$ cat src/design/ecpl_pkg.sv
// package for the echo peak level monitor: register indices, reset values, types
// assumes one clock domain and an apb master with 32-bit data, byte address = 4 * index
package ecpl_pkg;
	localparam int ADDR_W = 8;
	// register indices, word address = index * 4
	localparam logic [5:0] RIDX_A_RP_LO = 6'h0c;
	localparam logic [5:0] RIDX_A_RP_HI = 6'h0d;
	localparam logic [5:0] RIDX_A_SP_LO = 6'h0e;
	localparam logic [5:0] RIDX_A_SP_HI = 6'h0f;
	localparam logic [5:0] RIDX_A_EP_LO = 6'h10;
	localparam logic [5:0] RIDX_A_EP_HI = 6'h11;
	localparam logic [5:0] RIDX_A_DT_LO = 6'h14;
	localparam logic [5:0] RIDX_A_DT_HI = 6'h15;
	localparam logic [5:0] RIDX_B_RP_LO = 6'h2c;
	localparam logic [5:0] RIDX_B_RP_HI = 6'h2d;
	localparam logic [5:0] RIDX_B_SP_LO = 6'h2e;
	localparam logic [5:0] RIDX_B_SP_HI = 6'h2f;
	localparam logic [5:0] RIDX_B_EP_LO = 6'h30;
	localparam logic [5:0] RIDX_B_EP_HI = 6'h31;
	localparam logic [5:0] RIDX_B_DT_LO = 6'h34;
	localparam logic [5:0] RIDX_B_DT_HI = 6'h35;
	// double-talk threshold power-up, 0.5625 linear
	localparam logic [7:0] DT_LO_RST = 8'h00;
	localparam logic [7:0] DT_HI_RST = 8'h48;
	// peak value limits, two's complement
	localparam logic [15:0] PEAK_RST = 16'h0000;
	localparam logic [15:0] MAG_MAX = 16'h7fff;
	localparam logic [15:0] MOST_NEG = 16'h8000;
	// one canceller's sample group
	typedef struct packed {
		logic valid;
		logic [15:0] rin;
		logic [15:0] sin;
		logic [15:0] err;
	} ecpl_sample_t;
	// apb access state
	typedef enum logic [1:0] {
		ST_IDLE = 2'b01,
		ST_RESP = 2'b10
	} ecpl_state_t;
endpackage : ecpl_pkg

$ cat src/design/ecpl_monitor.sv
// echo peak level monitor: peak trackers and double-talk thresholds for two cancellers
// assumes samples synchronous to clk and an apb master; one wait state on every access
//
// Overview of operation
// - receive peak bytes at 0d/0c and 2d/2c
// - send peak bytes, second at 2f/2e, 0e
// - error peak bytes, second canceller 31/30
// - error peak per canceller, first low 10
// - threshold low at 14/34, resets 00, high 48
// - send peak low at 0e, resets 00
`timescale 1ns/1ns
module ecpl_monitor
	import ecpl_pkg::*;
(
	// clock and reset
	input wire logic clk,
	input wire logic reset,
	// apb slave
	input wire logic psel,
	input wire logic penable,
	input wire logic pwrite,
	input wire logic [ADDR_W-1:0] paddr,
	input wire logic [31:0] pwdata,
	output logic [31:0] prdata,
	output logic pready,
	output logic pslverr,
	// canceller samples
	input wire ecpl_sample_t sample_a,
	input wire ecpl_sample_t sample_b,
	// double-talk thresholds
	output logic [15:0] threshold_a,
	output logic [15:0] threshold_b
);
	ecpl_state_t state_reg;
	logic [15:0] peak_reg [6];
	logic [15:0] dt_reg [2];
	logic [15:0] smp [6];
	logic [15:0] mag [6];
	logic smp_vld [6];
	logic [5:0] clr;
	logic [5:0] idx;
	logic [7:0] rd_data;
	logic rd_hit;
	logic take;
	logic wr_ack;
	logic [31:0] prdata_reg;
	logic pready_reg;
	logic pslverr_reg;

	// absolute value, most negative saturates so peaks stay positive
	function automatic logic [15:0] ecpl_mag(input logic [15:0] s);
		logic [15:0] r;
		r = s;
		if (s == MOST_NEG) begin
			r = MAG_MAX;
		end else if (s[15]) begin
			r = 16'(~s + 16'h0001);
		end
		return r;
	endfunction : ecpl_mag

	// samples in tracker order: a rin, sin, err then b
	assign smp[0] = sample_a.rin;
	assign smp[1] = sample_a.sin;
	assign smp[2] = sample_a.err;
	assign smp[3] = sample_b.rin;
	assign smp[4] = sample_b.sin;
	assign smp[5] = sample_b.err;

	// apb decode
	assign idx = paddr[ADDR_W-1:2];
	assign take = (state_reg == ST_IDLE) && psel && penable;
	assign wr_ack = (state_reg == ST_RESP) && psel && penable && pwrite && rd_hit;

	// access state: idle until access phase, then one answer cycle
	always_ff @(posedge clk) begin
		if (reset) begin
			state_reg <= ST_IDLE;
		end else begin
			case (state_reg)
				ST_IDLE: begin
					if (take) begin
						state_reg <= ST_RESP;
					end
				end
				ST_RESP: state_reg <= ST_IDLE;
				default: state_reg <= ST_IDLE;
			endcase
		end
	end

	// read mux, 8-bit registers in the low lane
	always_comb begin
		rd_hit = 1'b1;
		rd_data = 8'h00;
		case (idx)
			RIDX_A_RP_LO: rd_data = peak_reg[0][7:0];
			RIDX_A_RP_HI: rd_data = peak_reg[0][15:8];
			RIDX_A_SP_LO: rd_data = peak_reg[1][7:0];
			RIDX_A_SP_HI: rd_data = peak_reg[1][15:8];
			RIDX_A_EP_LO: rd_data = peak_reg[2][7:0];
			RIDX_A_EP_HI: rd_data = peak_reg[2][15:8];
			RIDX_A_DT_LO: rd_data = dt_reg[0][7:0];
			RIDX_A_DT_HI: rd_data = dt_reg[0][15:8];
			RIDX_B_RP_LO: rd_data = peak_reg[3][7:0];
			RIDX_B_RP_HI: rd_data = peak_reg[3][15:8];
			RIDX_B_SP_LO: rd_data = peak_reg[4][7:0];
			RIDX_B_SP_HI: rd_data = peak_reg[4][15:8];
			RIDX_B_EP_LO: rd_data = peak_reg[5][7:0];
			RIDX_B_EP_HI: rd_data = peak_reg[5][15:8];
			RIDX_B_DT_LO: rd_data = dt_reg[1][7:0];
			RIDX_B_DT_HI: rd_data = dt_reg[1][15:8];
			default: rd_hit = 1'b0;
		endcase
	end

	// answer registers; unmapped address answers with pslverr and zero data
	always_ff @(posedge clk) begin
		if (reset) begin
			pready_reg <= 1'b0;
			pslverr_reg <= 1'b0;
			prdata_reg <= 32'h00000000;
		end else begin
			pready_reg <= take;
			pslverr_reg <= take && !rd_hit;
			if (take) begin
				prdata_reg <= {24'h000000, rd_data};
			end
		end
	end
	assign prdata = prdata_reg;
	assign pready = pready_reg;
	assign pslverr = pslverr_reg;

	// a write to a peak low byte restarts that measurement
	always_comb begin
		clr = 6'h00;
		if (wr_ack) begin
			case (idx)
				RIDX_A_RP_LO: clr[0] = 1'b1;
				RIDX_A_SP_LO: clr[1] = 1'b1;
				RIDX_A_EP_LO: clr[2] = 1'b1;
				RIDX_B_RP_LO: clr[3] = 1'b1;
				RIDX_B_SP_LO: clr[4] = 1'b1;
				RIDX_B_EP_LO: clr[5] = 1'b1;
				default: clr = 6'h00;
			endcase
		end
	end

	// magnitude per tracker
	genvar g;
	generate
		for (g = 0; g < 6; g++) begin : g_mag
			assign mag[g] = ecpl_mag(smp[g]);
			assign smp_vld[g] = (g < 3) ? sample_a.valid : sample_b.valid;
		end
	endgenerate

	// peak trackers; a sample in the clear cycle seeds the new peak so it is not lost
	always_ff @(posedge clk) begin
		for (int k = 0; k < 6; k++) begin
			if (reset) begin
				peak_reg[k] <= PEAK_RST;
			end else if (clr[k]) begin
				peak_reg[k] <= smp_vld[k] ? mag[k] : PEAK_RST;
			end else if (smp_vld[k] && (mag[k] > peak_reg[k])) begin
				peak_reg[k] <= mag[k];
			end
		end
	end

	// threshold registers, byte writes into 16-bit holders
	always_ff @(posedge clk) begin
		if (reset) begin
			dt_reg[0] <= {DT_HI_RST, DT_LO_RST};
			dt_reg[1] <= {DT_HI_RST, DT_LO_RST};
		end else if (wr_ack) begin
			case (idx)
				RIDX_A_DT_LO: dt_reg[0][7:0] <= pwdata[7:0];
				RIDX_A_DT_HI: dt_reg[0][15:8] <= pwdata[7:0];
				RIDX_B_DT_LO: dt_reg[1][7:0] <= pwdata[7:0];
				RIDX_B_DT_HI: dt_reg[1][15:8] <= pwdata[7:0];
				default: dt_reg[0] <= dt_reg[0];
			endcase
		end
	end
	assign threshold_a = dt_reg[0];
	assign threshold_b = dt_reg[1];
endmodule : ecpl_monitor

$ cat config.mk
export PLATFORM = sky130hd
export DESIGN_NAME = ecpl_monitor
export DESIGN_NICKNAME = d
export VERILOG_FILES = /design/src/design/ecpl_pkg.sv /design/src/design/ecpl_monitor.sv
export SDC_FILE = /design/constraint.sdc
export NUM_CORES = 1
export LEC_CHECK = 0
export BUFFER_PORTS_ARGS = -buffer_cell sky130_fd_sc_hd__buf_2
export CAP_MARGIN = 20
export CORE_ASPECT_RATIO = 1.5
export CORE_UTILIZATION = 40
export DETAILED_ROUTE_END_ITERATION = 10
export SLEW_MARGIN = 30
export SYNTH_ARGS = -nofsm -noshare
export SYNTH_HDL_FRONTEND = slang
export SYNTH_SLANG_ARGS = --single-unit
export TNS_END_PERCENT = 30
$ cat constraint.sdc
create_clock -name clk -period 7.1 [get_ports clk]
set_input_delay 0.71 -clock clk [delete_from_list [all_inputs] [get_ports clk]]
set_output_delay 0.71 -clock clk [all_outputs]
set_load 0.01 [all_outputs]
# [Word level (Yosys, flattened, before mapping)]
# Memories as Yosys holds them, arrays and structs flattened.
# Index checks and enable logic that the tools add are counted.
[op_classes] add_sub_neg=6 n_lt_le_gt_ge=6 n_eq_ne=24 muxes=109 bitwise=25 reduce_logical=17
[op_table] op="2-to-1 mux 16 bit" n=30
[op_table] op="one-hot mux 8 bit (16 select lines)" n=1
[op_table] op="adder 16 x 1 -> 16 bit (second input constant)" n=6
[op_table] op="equality test 16 bit (second input constant)" n=6
[op_table] op="greater-than comparator 16 bit" n=6
[op_table] op="inverter 16 bit" n=6
[op_table] op="2-to-1 mux 1 bit" n=71
[op_table] op="equality test 6 bit (second input constant)" n=8
[op_table] op="2-to-1 mux 8 bit" n=6
[op_table] op="equality test 6 x 4 -> 1 bit (second input constant)" n=4
[op_table] op="equality test 6 x 5 -> 1 bit (second input constant)" n=4
[op_table] op="OR 1 bit" n=18
[op_table] op="OR reduction 16 bit" n=1
[op_table] op="logical AND 1 bit" n=13
[op_table] op="2-to-1 mux 6 bit" n=1
[op_table] op="OR reduction 4 bit" n=1
[op_table] op="equality test 2 x 1 -> 1 bit (second input constant)" n=1
[op_table] op="equality test 2 bit (second input constant)" n=1
[op_table] op="OR reduction 2 bit" n=1
[op_table] op="zero test 1 bit" n=1
[op_table] op="inverter 1 bit" n=1
[totals] register_bits=12 mem_bits_rw=128 input_bits=143 out_inout_bits=66 wordCells=193 memories=2
[memory_table] memory="peak_reg" words=6 word_bits=16 rd=6 rd_clocked_by_memory_dff=0 wr=6 line_no="ecpl_monitor.sv:35" source="logic [15:0] peak_reg [6];"
[memory_table] memory="dt_reg" words=2 word_bits=16 rd=2 rd_clocked_by_memory_dff=0 wr=2 line_no="ecpl_monitor.sv:36" source="logic [15:0] dt_reg [2];"

# [Longest topological paths before layout]
# Gate-level depths: netlist of the first run.
[logic_depth] depth_word=11 depth_mapped=15 ltp_nobuf=14

# [Worst setup path before layout of the first run]
# Ideal clock, no wire load.
[synth_timing] kind="input to register" from="input port sample_b[18] (netlist bit)" to="memory peak_reg[4][0], enable pin" setup_ns=0.414 arrival_time_ns=4.401 required_ns=6.686 setup_slack_ns=2.285 stages=10 n_path_buf=0 path_cell_list="or3_1 or4_4 or4_4 a211oi_2 a31oi_1 ha_1 nand4_1 a2111oi_0 nor2_1 o31ai_1"
[synth_lines] item="start: declaration" line_no="ecpl_monitor.sv:29" source="input wire ecpl_sample_t sample_b,"
[synth_lines] item="end: declaration" line_no="ecpl_monitor.sv:35"

==> out/metrics.cfg, run 1 <==
[cts]
postCtsSetupBuffers = 0
postCtsHoldBufs = 0
clk_path_buf_depth = 2
htree_levels = 4
cts.sinks = 140
cts_root_buf = clkbuf_16
cts.clk_slew.worst_paths_ns = 0.07
tritoncts = built
cts_resized = 0
clock_latency_ns = 0.44
cts_buffers = 17

[finish]
final_nets = 1614
largest_register_ffs = 96
syn_to_final_growth_pct = 15.7
drive_gt1_share_pct = 15.8
fillers = 2682

[critical_path]
crit_required_ns = 7.16
path_class = in2reg
cp_slowest_cell = nand2b_1
cpLargestDelayFamily = simple AND/OR/NAND/NOR gates
cp-end-kind = flop
cpPeakStageDelay_ns = 0.65
path_common_cell = o21ai_0
cp_cell_sequence = buf_2 > nor4_1 > nand3_1 > or3_1 > o21a_1 > o21ai_0 > inv_1 > ha_1 > nand4_1 > nor3_1 > o21ai_0 > a31oi_1 > nand2b_1
worst-path-buf-inv = 2
cp.arrival_ns = 4.37
cp-start-kind = input pin
crit_path_max_fanout = 16

[synthesis]
syn_area_um2 = 11100
synth_top_family_by_area = simple AND/OR/NAND/NOR gates
ys_types = 68
synthFlopType = edfxtp_1
synth_fa_ha_area_share_pct = 11.5
synth.area.mux_share_pct = 1.09
yosysWarningCount = 0
synth_edf_count = 128
ys_seq_area_share_pct = 36.9
yosys.area_share.simple_pct = 20.8
async_flop_share_pct = 0
syn_avg_cell_area_um2 = 9.03
syn_inst = 1226
synth_compound_area_share_pct = 18.5
synth_xor_area_share_pct = 3.96
ys_ff_latch = 140

[routing]
vias = 9692
first_pass_iters = 5
routed_wl_mm = 32.7
drc_errors = 0
drt-wirelength-per-cell_um = 19.0
drtIter0Drc = 629
vias_per_cell = 5.62
ant_nets = 0

[placed_design]
dpl.hpwl_mm = 26.3
place.gp.congestion = 0.912
port_buffers = 158
dp_slack_ns = 2.36

[floorplan]
io-pin-count = 209
initial_core_util_pct = 40.7
dieWidth_um = 138
die_area_um2 = 28400
die_h_um = 206
core_um2 = 27200
rows = 74

[timing]
maxSlewViolCount = 0
setup_viol = 0
tns_ns = 0
finalClockSkew_ns = 0.0103
finalCriticalPeriod_ns = 4.31
rsz0062_at_grt = false
hold_violations = 0
fin_crit_sh_pct = 60.7
max_slew_margin_pct = 45.8
tightest_slew_ns = 0.813
max_freq_mhz = 232
setup_slack_ns = 2.79

[grt]
grt_pass1_wl_mm = 49.8
grt_pass1_vias = 9347
grt_usage_pct = 23.5
grt-ovfl-total = 0
antenna_found_initial = 2
grt_start_max_net_pins = 24

[power]
p_clk_share_pct = 40.6
sw_frac_of_total_pct = 28.2
p_per_area_nw_per_um2 = 205
p_leak_nw = 5.58
p_sw_uw = 740
seq_power_share_pct = 39.5
p_int_mw = 1.88
vdd_drop_max_uv = 172
combPwrFrac_pct = 19.9

[hold_path]
hold_path.class = reg2reg

[status]
status = completed

[job]
drv_cap = 0

worst paths after layout:
kind | start | endpoint | slack (ns) | cells past startpoint
setup / recovery | sample_a[34] | peak_reg[0][7] | 2.79 | 13
hold reg to reg | prdata[0] | prdata[0] | 0.49 | 2
hold / removal | prdata[0] | prdata[0] | 0.49 | 2
setup reg to reg | peak_reg[4][1] | peak_reg[4][8] | 4.38 | 9
synthesized netlist by cell type, types with 9 or more instances:
library cell,n,area (um^2)
a21boi_0,17,128
a21o_1,10,75.1
a21oi_1,98,490
a221oi_1,11,96.3
a22o_1,17,149
a22oi_1,29,218
a31oi_1,11,68.8
and2_1,23,144
and3_1,28,175
buf_4,27,203
clkbuf_1,34,128
dfxtp_1,12,240
edfxtp_1,128,3840
ha_1,102,1280
inv_1,113,424
mux2i_1,12,120
nand2_1,124,465
nand2b_1,9,56.3
nand3_1,28,140
nand4_1,31,194
nor2_1,60,225
nor2b_1,43,269
nor3_1,21,105
nor4_1,12,75.1
o21a_1,14,105
o21ai_0,29,145
o31ai_1,18,135
o41ai_1,9,78.8
or3_1,9,56.3
xnor2_1,9,78.8
xor2_1,41,359
logic make-up after synthesis:
kind of cell               after synthesis
and+or+nand+nor                        433
AOI/OAI and AO/OA                      305
buffers and inverters                  183
DFF                                    140
adders and majority gates              102
xor gates and xnor gates                50
muxes                                   12
other                                    1
through the flow:
step                      power (mW)  hold WS, ns  util, %  cells  instance area (um^2)
after floorplan                 1.38        0.467        -   1249                 11200
after global placement          1.56        0.477     44.5   1692                 12100
after detailed placement        1.57        0.478     44.5   1692                 12100
after CTS                       2.63        0.494     47.0   1724                 12800
after global routing            2.74        0.499     47.0   1724                 12800
final                           2.62        0.494     47.1   1725                 12800
tightest hold or removal path: cells and delay by family, from the launching register on:
family,cells,cell delay [ns]
flip-flops,1,0.34
AND/OR/NAND/NOR,2,0.11
cell type report:
cell class / count / area, um^2 / share of cell area, %
well taps: 342 / 428 / 3.34
clock inverters: 14 / 265 / 2.07
multi-input cells: 926 / 6290 / 49.1
inverters: 113 / 424 / 3.31
flip-flops and latches: 140 / 4080 / 31.9
diodes: 1 / 2.50 / 0.0195
repair buffers: 171 / 888 / 6.94
clock buffers: 18 / 429 / 3.35
cells in the final DEF (no fill, tap or decap), types with 13 or more instances in the layout:
cell and n:
and3_1 28, nor3_1 21, and2_1 23, a21boi_0 17, nand3_1 28, o31ai_1 17
buf_4 13, nand2_1 124, conb_1 24, edfxtp_1 128, xor2_1 41, clkbuf_16 17
buf_2 158, a22oi_1 29, a22o_1 17, o21a_1 14, a21oi_1 98, nand4_1 31
ha_1 102, nor2b_1 43, nor2_1 60, o21ai_0 28, inv_1 113
power groups by stage:
stage               Clock [mW]  Sequential [mW]  Combinational, mW
floorplan                    0             1.02              0.359
global placement             0             1.05              0.509
detailed placement           0             1.05              0.522
CTS                       1.07             1.03              0.526
global route              1.10             1.04              0.599
finish                    1.06             1.03              0.523
metal layers:
layer / GRT usage (%) / up-vias / routed length, um
li1: - / 4769 / -
met1: 25.7 / 4594 / 12700
met2: 42.8 / 259 / 17100
met3: 4.46 / 66 / 1490
met4: 11.3 / 4 / 1440
met5: 0 / - / 23
No activity file was read; power rests on OpenSTA's default activity.
==> run 2: changes to the inputs <==
==> constraint.sdc (replaced) <==
create_clock -name clk -period 3.9 [get_ports clk]
set_input_delay 0.39 -clock clk [delete_from_list [all_inputs] [get_ports clk]]
set_output_delay 0.39 -clock clk [all_outputs]
set_load 0.01 [all_outputs]
==> run 2 against run 1 <==
Clock skew increased by 0.0015 ns. Global-route usage rose by 0.12 points. Final cell count grew 1.4%. Largest cell class unchanged. Non-clock buffer count up 22. Critical path type unchanged. Via count grew 0.77%. Sequential power rose by 83%. Die area unchanged. Sequential share of layout area down 0.26 points. Total power increased by 70%. First-iteration DRC count down 13%. Clock power up 49%.
==> out/metrics.cfg, run 2 (synthesis results as in run 1) <==
[power]
p_per_area_nw_per_um2 = 344  ; +68%
vdd_drop_max_uv = 279  ; +62%
finalPower_mw = 4.45  ; +70%
p_leak_nw = 5.65  ; +1.2%

[routing]
drc_errors = 0  ; unchanged
ant_nets = 0  ; unchanged
routed_wl_mm = 32.7  ; -0.12%
drtIter0Drc = 549  ; -13%
drt-wirelength-per-cell_um = 18.7  ; -1.5%
vias = 9767  ; +0.77%
vias_per_cell = 5.58  ; -0.61%
first_pass_iters = 5  ; unchanged

[timing]
finalClockSkew_ns = 0.0118  ; +0.00151 ns
setup_viol = 0  ; unchanged
hold_violations = 0  ; unchanged
max_freq_mhz = 282
max_slew_margin_pct = 42.7  ; -3.1 points
tightest_slew_ns = 0.858  ; +0.0451 ns
rsz0062_at_grt = false
maxSlewViolCount = 0  ; unchanged
fin_crit_sh_pct = 90.8
finalCriticalPeriod_ns = 3.54
setup_slack_ns = 0.360  ; -2.43 ns
holdWs_ns = 0.263  ; -0.231 ns

[placed_design]
dpl-instance-area_um2 = 12300  ; +2.0%
place.gp.congestion = 0.909  ; -0.30%
dp_slack_ns = -0.0608  ; -2.42 ns
port_buffers = 158  ; unchanged
dpl.hpwl_mm = 26.3  ; -0.14%

[grt]
grt_start_max_net_pins = 22  ; -8.3%
grt-ovfl-total = 0  ; unchanged
grt_usage_pct = 23.6  ; +0.12 points
antenna_found_initial = 4  ; +2
grt_pass1_vias = 9413  ; +0.71%
grt_pass1_wl_mm = 50.3  ; +1.0%

[cts]
cts.sinks = 140  ; unchanged
cts_root_buf = clkbuf_16
cts_resized = 0  ; unchanged
cts_buffers = 17  ; unchanged
clk_path_buf_depth = 2  ; unchanged
cts.clk_slew.worst_paths_ns = 0.07  ; about the same
htree_levels = 4  ; unchanged
tritoncts = built
postCtsHoldBufs = 0  ; unchanged
clock_latency_ns = 0.44  ; about the same
postCtsSetupBuffers = 0  ; unchanged

[critical_path]
crit_required_ns = 4.05  ; -3.11 ns
crit_path_max_fanout = 16  ; unchanged
cp-start-kind = input pin
path_class = in2reg
cp-end-kind = flop
crit_start = sample_b[18]
cp.arrival_ns = 3.69  ; -0.68 ns
reg2reg_from = peak_reg[4][1]

[floorplan]
core_um2 = 27200  ; unchanged
die_h_um = 206  ; unchanged
dieWidth_um = 138  ; unchanged
rows = 74  ; unchanged
initial_core_util_pct = 40.7  ; unchanged
die_area_um2 = 28400  ; unchanged
io-pin-count = 209  ; unchanged

[finish]
layout_commonest_cell = buf_2
final_cell_mix = buf_2 (158), edfxtp_1 (128), nand2_1 (124), inv_1 (113), ha_1 (102)
fin_util_pct = 47.4  ; +0.38 points
design_area_um2 = 12900  ; +0.81%
largest_register_ffs = 96  ; unchanged
syn_to_final_growth_pct = 16.7
final_nets = 1636  ; +1.4%
fillers = 2657  ; -0.93%
drive_gt1_share_pct = 17.0  ; +1.2 points

[hold_path]
hold_path.class = in2reg
min_from = pwdata[4]

[status]
status = completed

[job]
drv_cap = 0  ; unchanged

==> run 2: changes by cell type in the layout (fill, tap and decap cells not counted), sizes merged <==
cell      delta
buf         +22
bufinv       -6
inv          +4
clkinv       +2
diode        +2
clkbuf       -1
clkinvlp     +1
==> run 2: metal layers <==
metal  vias up  part of all wire, %  GRT usage, %
li1       4819                    -             -
met1      4605                   39          26.6
met2       293                   53          44.2
met3        44                  6.1          4.29
met4         6                  2.3          7.38
met5         -                0.092             0
==> run 2: layout make-up <==
class,count,area (um^2),area share [%]
Antenna cell,3,7.51,0.0581
Clock buffer,17,425,3.29
Clock inverter,15,135,1.05
Inverter,113,424,3.28
Multi-Input combinational cell,926,6290,48.7
Sequential cell,140,4080,31.6
Tap cell,342,428,3.31
Timing Repair Buffer,193,1120,8.64
==> run 2: critical path, stage by stage <==
cell	delay, ns
buf_2	0.10
or3_1	0.38
or4_4	0.45
or4_4	0.44
a211oi_2	0.23
a31oi_1	0.08
ha_1	0.32
nand4_1	0.14
a2111oi_0	0.50
nor2_1	0.17
o31ai_4	0.29
buf_12	0.19
==> run 2: final timing paths <==
path | endpoint | slack (ns) | cells past startpoint
worst max-delay path | peak_reg[4][2] | 0.36 | 12
worst min-delay path | dt_reg[0][20] | 0.26 | 2
worst max register to register | peak_reg[4][2] | 1.34 | 9
worst min register to register | prdata[0] | 0.49 | 2
==> run 2: power breakdown <==
| part | internal [mW] | switching (mW) | total, mW |
|---|---|---|---|
| Combinational | 0.403 | 0.579 | 0.982 |
| Clock | 0.884 | 0.693 | 1.58 |
| Sequential | 1.78 | 0.107 | 1.89 |
| Total | 3.07 | 1.38 | 4.45 |
==> run 2: through the flow <==
stage,cells,TNS (ns)
3_3_place_gp,1714,0
3_5_place_dp,1714,-0.968
5_1_grt,1747,0
4_1_cts,1746,0
2_1_floorplan,1249,0
6_report,1749,0
==> run 3: changes to the inputs <==
--- a/config.mk
+++ b/config.mk
@@ -5,9 +5,11 @@
 export SDC_FILE = /design/constraint.sdc
 export NUM_CORES = 1
 export LEC_CHECK = 0
+export ABC_AREA = 1
 export BUFFER_PORTS_ARGS = -buffer_cell sky130_fd_sc_hd__buf_2
 export CAP_MARGIN = 20
 export CORE_ASPECT_RATIO = 1.5
+export CORE_MARGIN = 4
 export CORE_UTILIZATION = 40
 export DETAILED_ROUTE_END_ITERATION = 10
 export SLEW_MARGIN = 30
==> run 3 against run 2 <==
Largest cell class unchanged. Critical path type unchanged. Count of clock-buffer cells in the layout up 8. Clock skew is 0.0040 ns lower. Combinational power grew 7%. Synthesized area rose by 9.3%. Global-route usage fell by 2.6 points. Fmax rose by 16%.
==> out/metrics.cfg, run 3 <==
[routing]
vias = 11384  ; +17%
routed_wl_mm = 35.0  ; +7.2%
drt-wirelength-per-cell_um = 15.0  ; -20%
drc_errors = 0  ; unchanged
ant_nets = 0  ; unchanged
first_pass_iters = 5  ; unchanged
vias_per_cell = 4.87  ; -13%
drtIter0Drc = 681  ; +24%

[finish]
final_cell_mix = nand2_1 (405), inv_1 (323), nor2_1 (282), buf_2 (158), nand3_1 (131)
largest_register_ffs = 96  ; unchanged
syn_to_final_growth_pct = 14.9
drive_gt1_share_pct = 14.7  ; -2.3 points
final_nets = 2172  ; +33%
fin_util_pct = 46.9  ; -0.59 points
layout_commonest_cell = nand2_1

[critical_path]
reg2regPathDepth = 7  ; -2
rrSetupSlack_ns = 1.63  ; +0.29 ns
crit_required_ns = 4.05  ; about the same
cp-end-kind = flop
path_class = in2reg
cp.arrival_ns = 3.21  ; -0.48 ns
setup.worst_path.end = peak_reg[0][9]
cp-start-kind = input pin
crit_start = sample_a[38]
reg2reg_from = state_reg[0]
r2r-end = dt_reg[0][27]
crit_path_max_fanout = 7  ; -9

[power]
p_clk_share_pct = 35.7  ; +0.2 points
seq_power_share_pct = 41.0  ; -1.5 points
p_sw_mw = 1.40  ; +1.3%
p_per_area_nw_per_um2 = 325  ; -5.8%
combPwrFrac_pct = 23.3  ; +1.2 points
sw_frac_of_total_pct = 30.9  ; -0.042 points
p_leak_nw = 7.22  ; +28%
p_int_mw = 3.12  ; +1.5%
vdd_drop_max_uv = 256  ; -8.2%

[timing]
finalCriticalPeriod_ns = 3.06  ; -0.478 ns
max_freq_mhz = 327  ; +16%
hold_violations = 0  ; unchanged
max_slew_margin_pct = 48.4  ; +5.8 points
finalClockSkew_ns = 0.00772  ; -0.00405 ns
tns_ns = 0  ; unchanged
setup_viol = 0  ; unchanged
maxSlewViolCount = 0  ; unchanged
fin_crit_sh_pct = 78.5  ; -12 points
tightest_slew_ns = 0.771  ; -0.0875 ns
rsz0062_at_grt = false

[synthesis]
syn_inst = 1754  ; +43%
synthFlopType = edfxtp_1
async_flop_share_pct = 0  ; unchanged
ys_seq_area_share_pct = 33.8  ; -3.1 points
synth_common_cells = nand2_1 (405), inv_1 (323), nor2_1 (282)
ys_types = 40  ; -41%
synth_top_area_cell = edfxtp_1
synth_most_common_cell = nand2_1
yosysWarningCount = 0  ; unchanged
synth_top_area_share_pct = 31.8  ; -3.0 points
synth_edf_count = 128  ; unchanged
synth.area.top_cells = edfxtp_1 (32%), nand2_1 (13%), ha_1 (11%), inv_1 (10%), nor2_1 (8.7%)
syn_area_um2 = 12100  ; +9.3%
ys_ff_latch = 140  ; unchanged
syn_avg_cell_area_um2 = 6.90  ; -24%

[cts]
cts.sinks = 140  ; unchanged
htree_levels = 4  ; unchanged
clk_path_buf_depth = 2  ; unchanged
cts_buffers = 17  ; unchanged
cts_root_buf = clkbuf_16
cts_resized = 0  ; unchanged
postCtsSetupBuffers = 0  ; unchanged
cts.clk_slew.worst_paths_ns = 0.06  ; about the same
postCtsHoldBufs = 0  ; unchanged
tritoncts = built
clock_latency_ns = 0.45  ; about the same

[grt]
grt-ovfl-total = 0  ; unchanged
busiest_layer = met2
grt_start_max_net_pins = 20  ; -9.1%
use_met2_pct = 38.1  ; -6.0 points
antenna_found_initial = 0  ; -4
grt_pass1_vias = 11044  ; +17%
grt_usage_pct = 21.0  ; -2.6 points
met3_usage_pct = 3.79  ; -0.50 points
grt_pass1_wl_mm = 54.6  ; +8.7%
met1_usage_pct = 24.1  ; -2.5 points

[placed_design]
dpl.hpwl_mm = 29.2  ; +11%
place.gp.congestion = 0.862  ; -5.2%
port_buffers = 158  ; unchanged

[status]
status = completed

[floorplan]
die_h_um = 221  ; +7.4%
dieWidth_um = 150  ; +8.8%
core_um2 = 29700  ; +9.0%
io-pin-count = 209  ; unchanged
initial_core_util_pct = 40.8  ; +0.11 points
die_area_um2 = 33200  ; +17%
rows = 77  ; +4.1%

[hold_path]
hold_path.class = in2reg
min_from = sample_b[32]

[job]
drv_cap = 0  ; unchanged

-- run 3: cell types whose count changed after synthesis, moves of 29 or more --
cell,delta
nand3_1,+103
nor2b_1,-43
inv_1,+210
nand2_1,+281
nor2_1,+222
nor2_2,+50
a22oi_1,-29
-- run 3: worst max-delay path: stages --
cell	delay, ns
buf_2	0.12
or2_1	0.24
nor2_1	0.18
nand2_1	0.07
nor2_1	0.22
nand3_1	0.14
nor2_1	0.32
a21oi_1	0.16
inv_1	0.09
ha_1	0.12
nand2_1	0.05
nor2_1	0.18
nand2_1	0.08
nor2_1	0.13
nand2_1	0.08
nand3_1	0.10
nand2_1	0.07
nand3_1	0.23
buf_4	0.23
-- run 3: layer usage --
layer  wire (um)  vias up
li1            -     5848
met1       14000     5168
met2       17900      302
met3        1870       66
met4        1250        0
met5           0        -
-- run 3: logic make-up after synthesis --
logic type / count (synthesis) / synth area share [%]
compound gates: 148 / 6.36
xor+xnor: 42 / 3.04
fa+ha+maj: 102 / 10.5
buf+inv: 376 / 12.8
flops: 140 / 33.8
other cells: 1 / 0.0310
simple gates: 945 / 33.5
-- run 3: area by class of cell --
cell class                 count  area (um^2)
clock buffer                  25          539
timing repair buffer         178          941
tap                          395          494
multi-input combinational   1261         6560
clock inverter                 7         45.0
antenna                        1         2.50
fill                        3116        15800
inverter                     329         1240
sequential                   140         4080
-- run 3: how the worst min path moves through the flow --
stage                          end  slack [ns]  depth (start not counted)
floorplan                prdata[0]        0.49                          2
CTS                  dt_reg[0][11]        0.27                          3
global placement         prdata[2]        0.46                          2
global route         dt_reg[0][11]        0.31                          3
finish              peak_reg[3][0]        0.29                          3
detailed placement       prdata[7]        0.46                          2
-- run 3: power groups by stage --
stage	combinational (mW)	sequential, mW	clock (mW)
floorplan	0.742	1.85	0
global placement	1.02	1.88	0
detailed placement	1.05	1.88	0
CTS	1.06	1.85	1.63
global route	1.22	1.86	1.70
finish	1.05	1.85	1.61
-- run 3: through the flow --
step | setup WS [ns] | cell area, um^2 | cells | hold WS [ns] | total power [mW]
5_1_grt | 0.448 | 13900 | 2335 | 0.306 | 4.78
2_1_floorplan | 0.814 | 12200 | 1777 | 0.490 | 2.59
3_3_place_gp | 0.441 | 13300 | 2303 | 0.464 | 2.90
6_report | 0.838 | 13900 | 2336 | 0.291 | 4.51
4_1_cts | 0.830 | 13900 | 2335 | 0.274 | 4.54
3_5_place_dp | 0.364 | 13300 | 2303 | 0.462 | 2.93
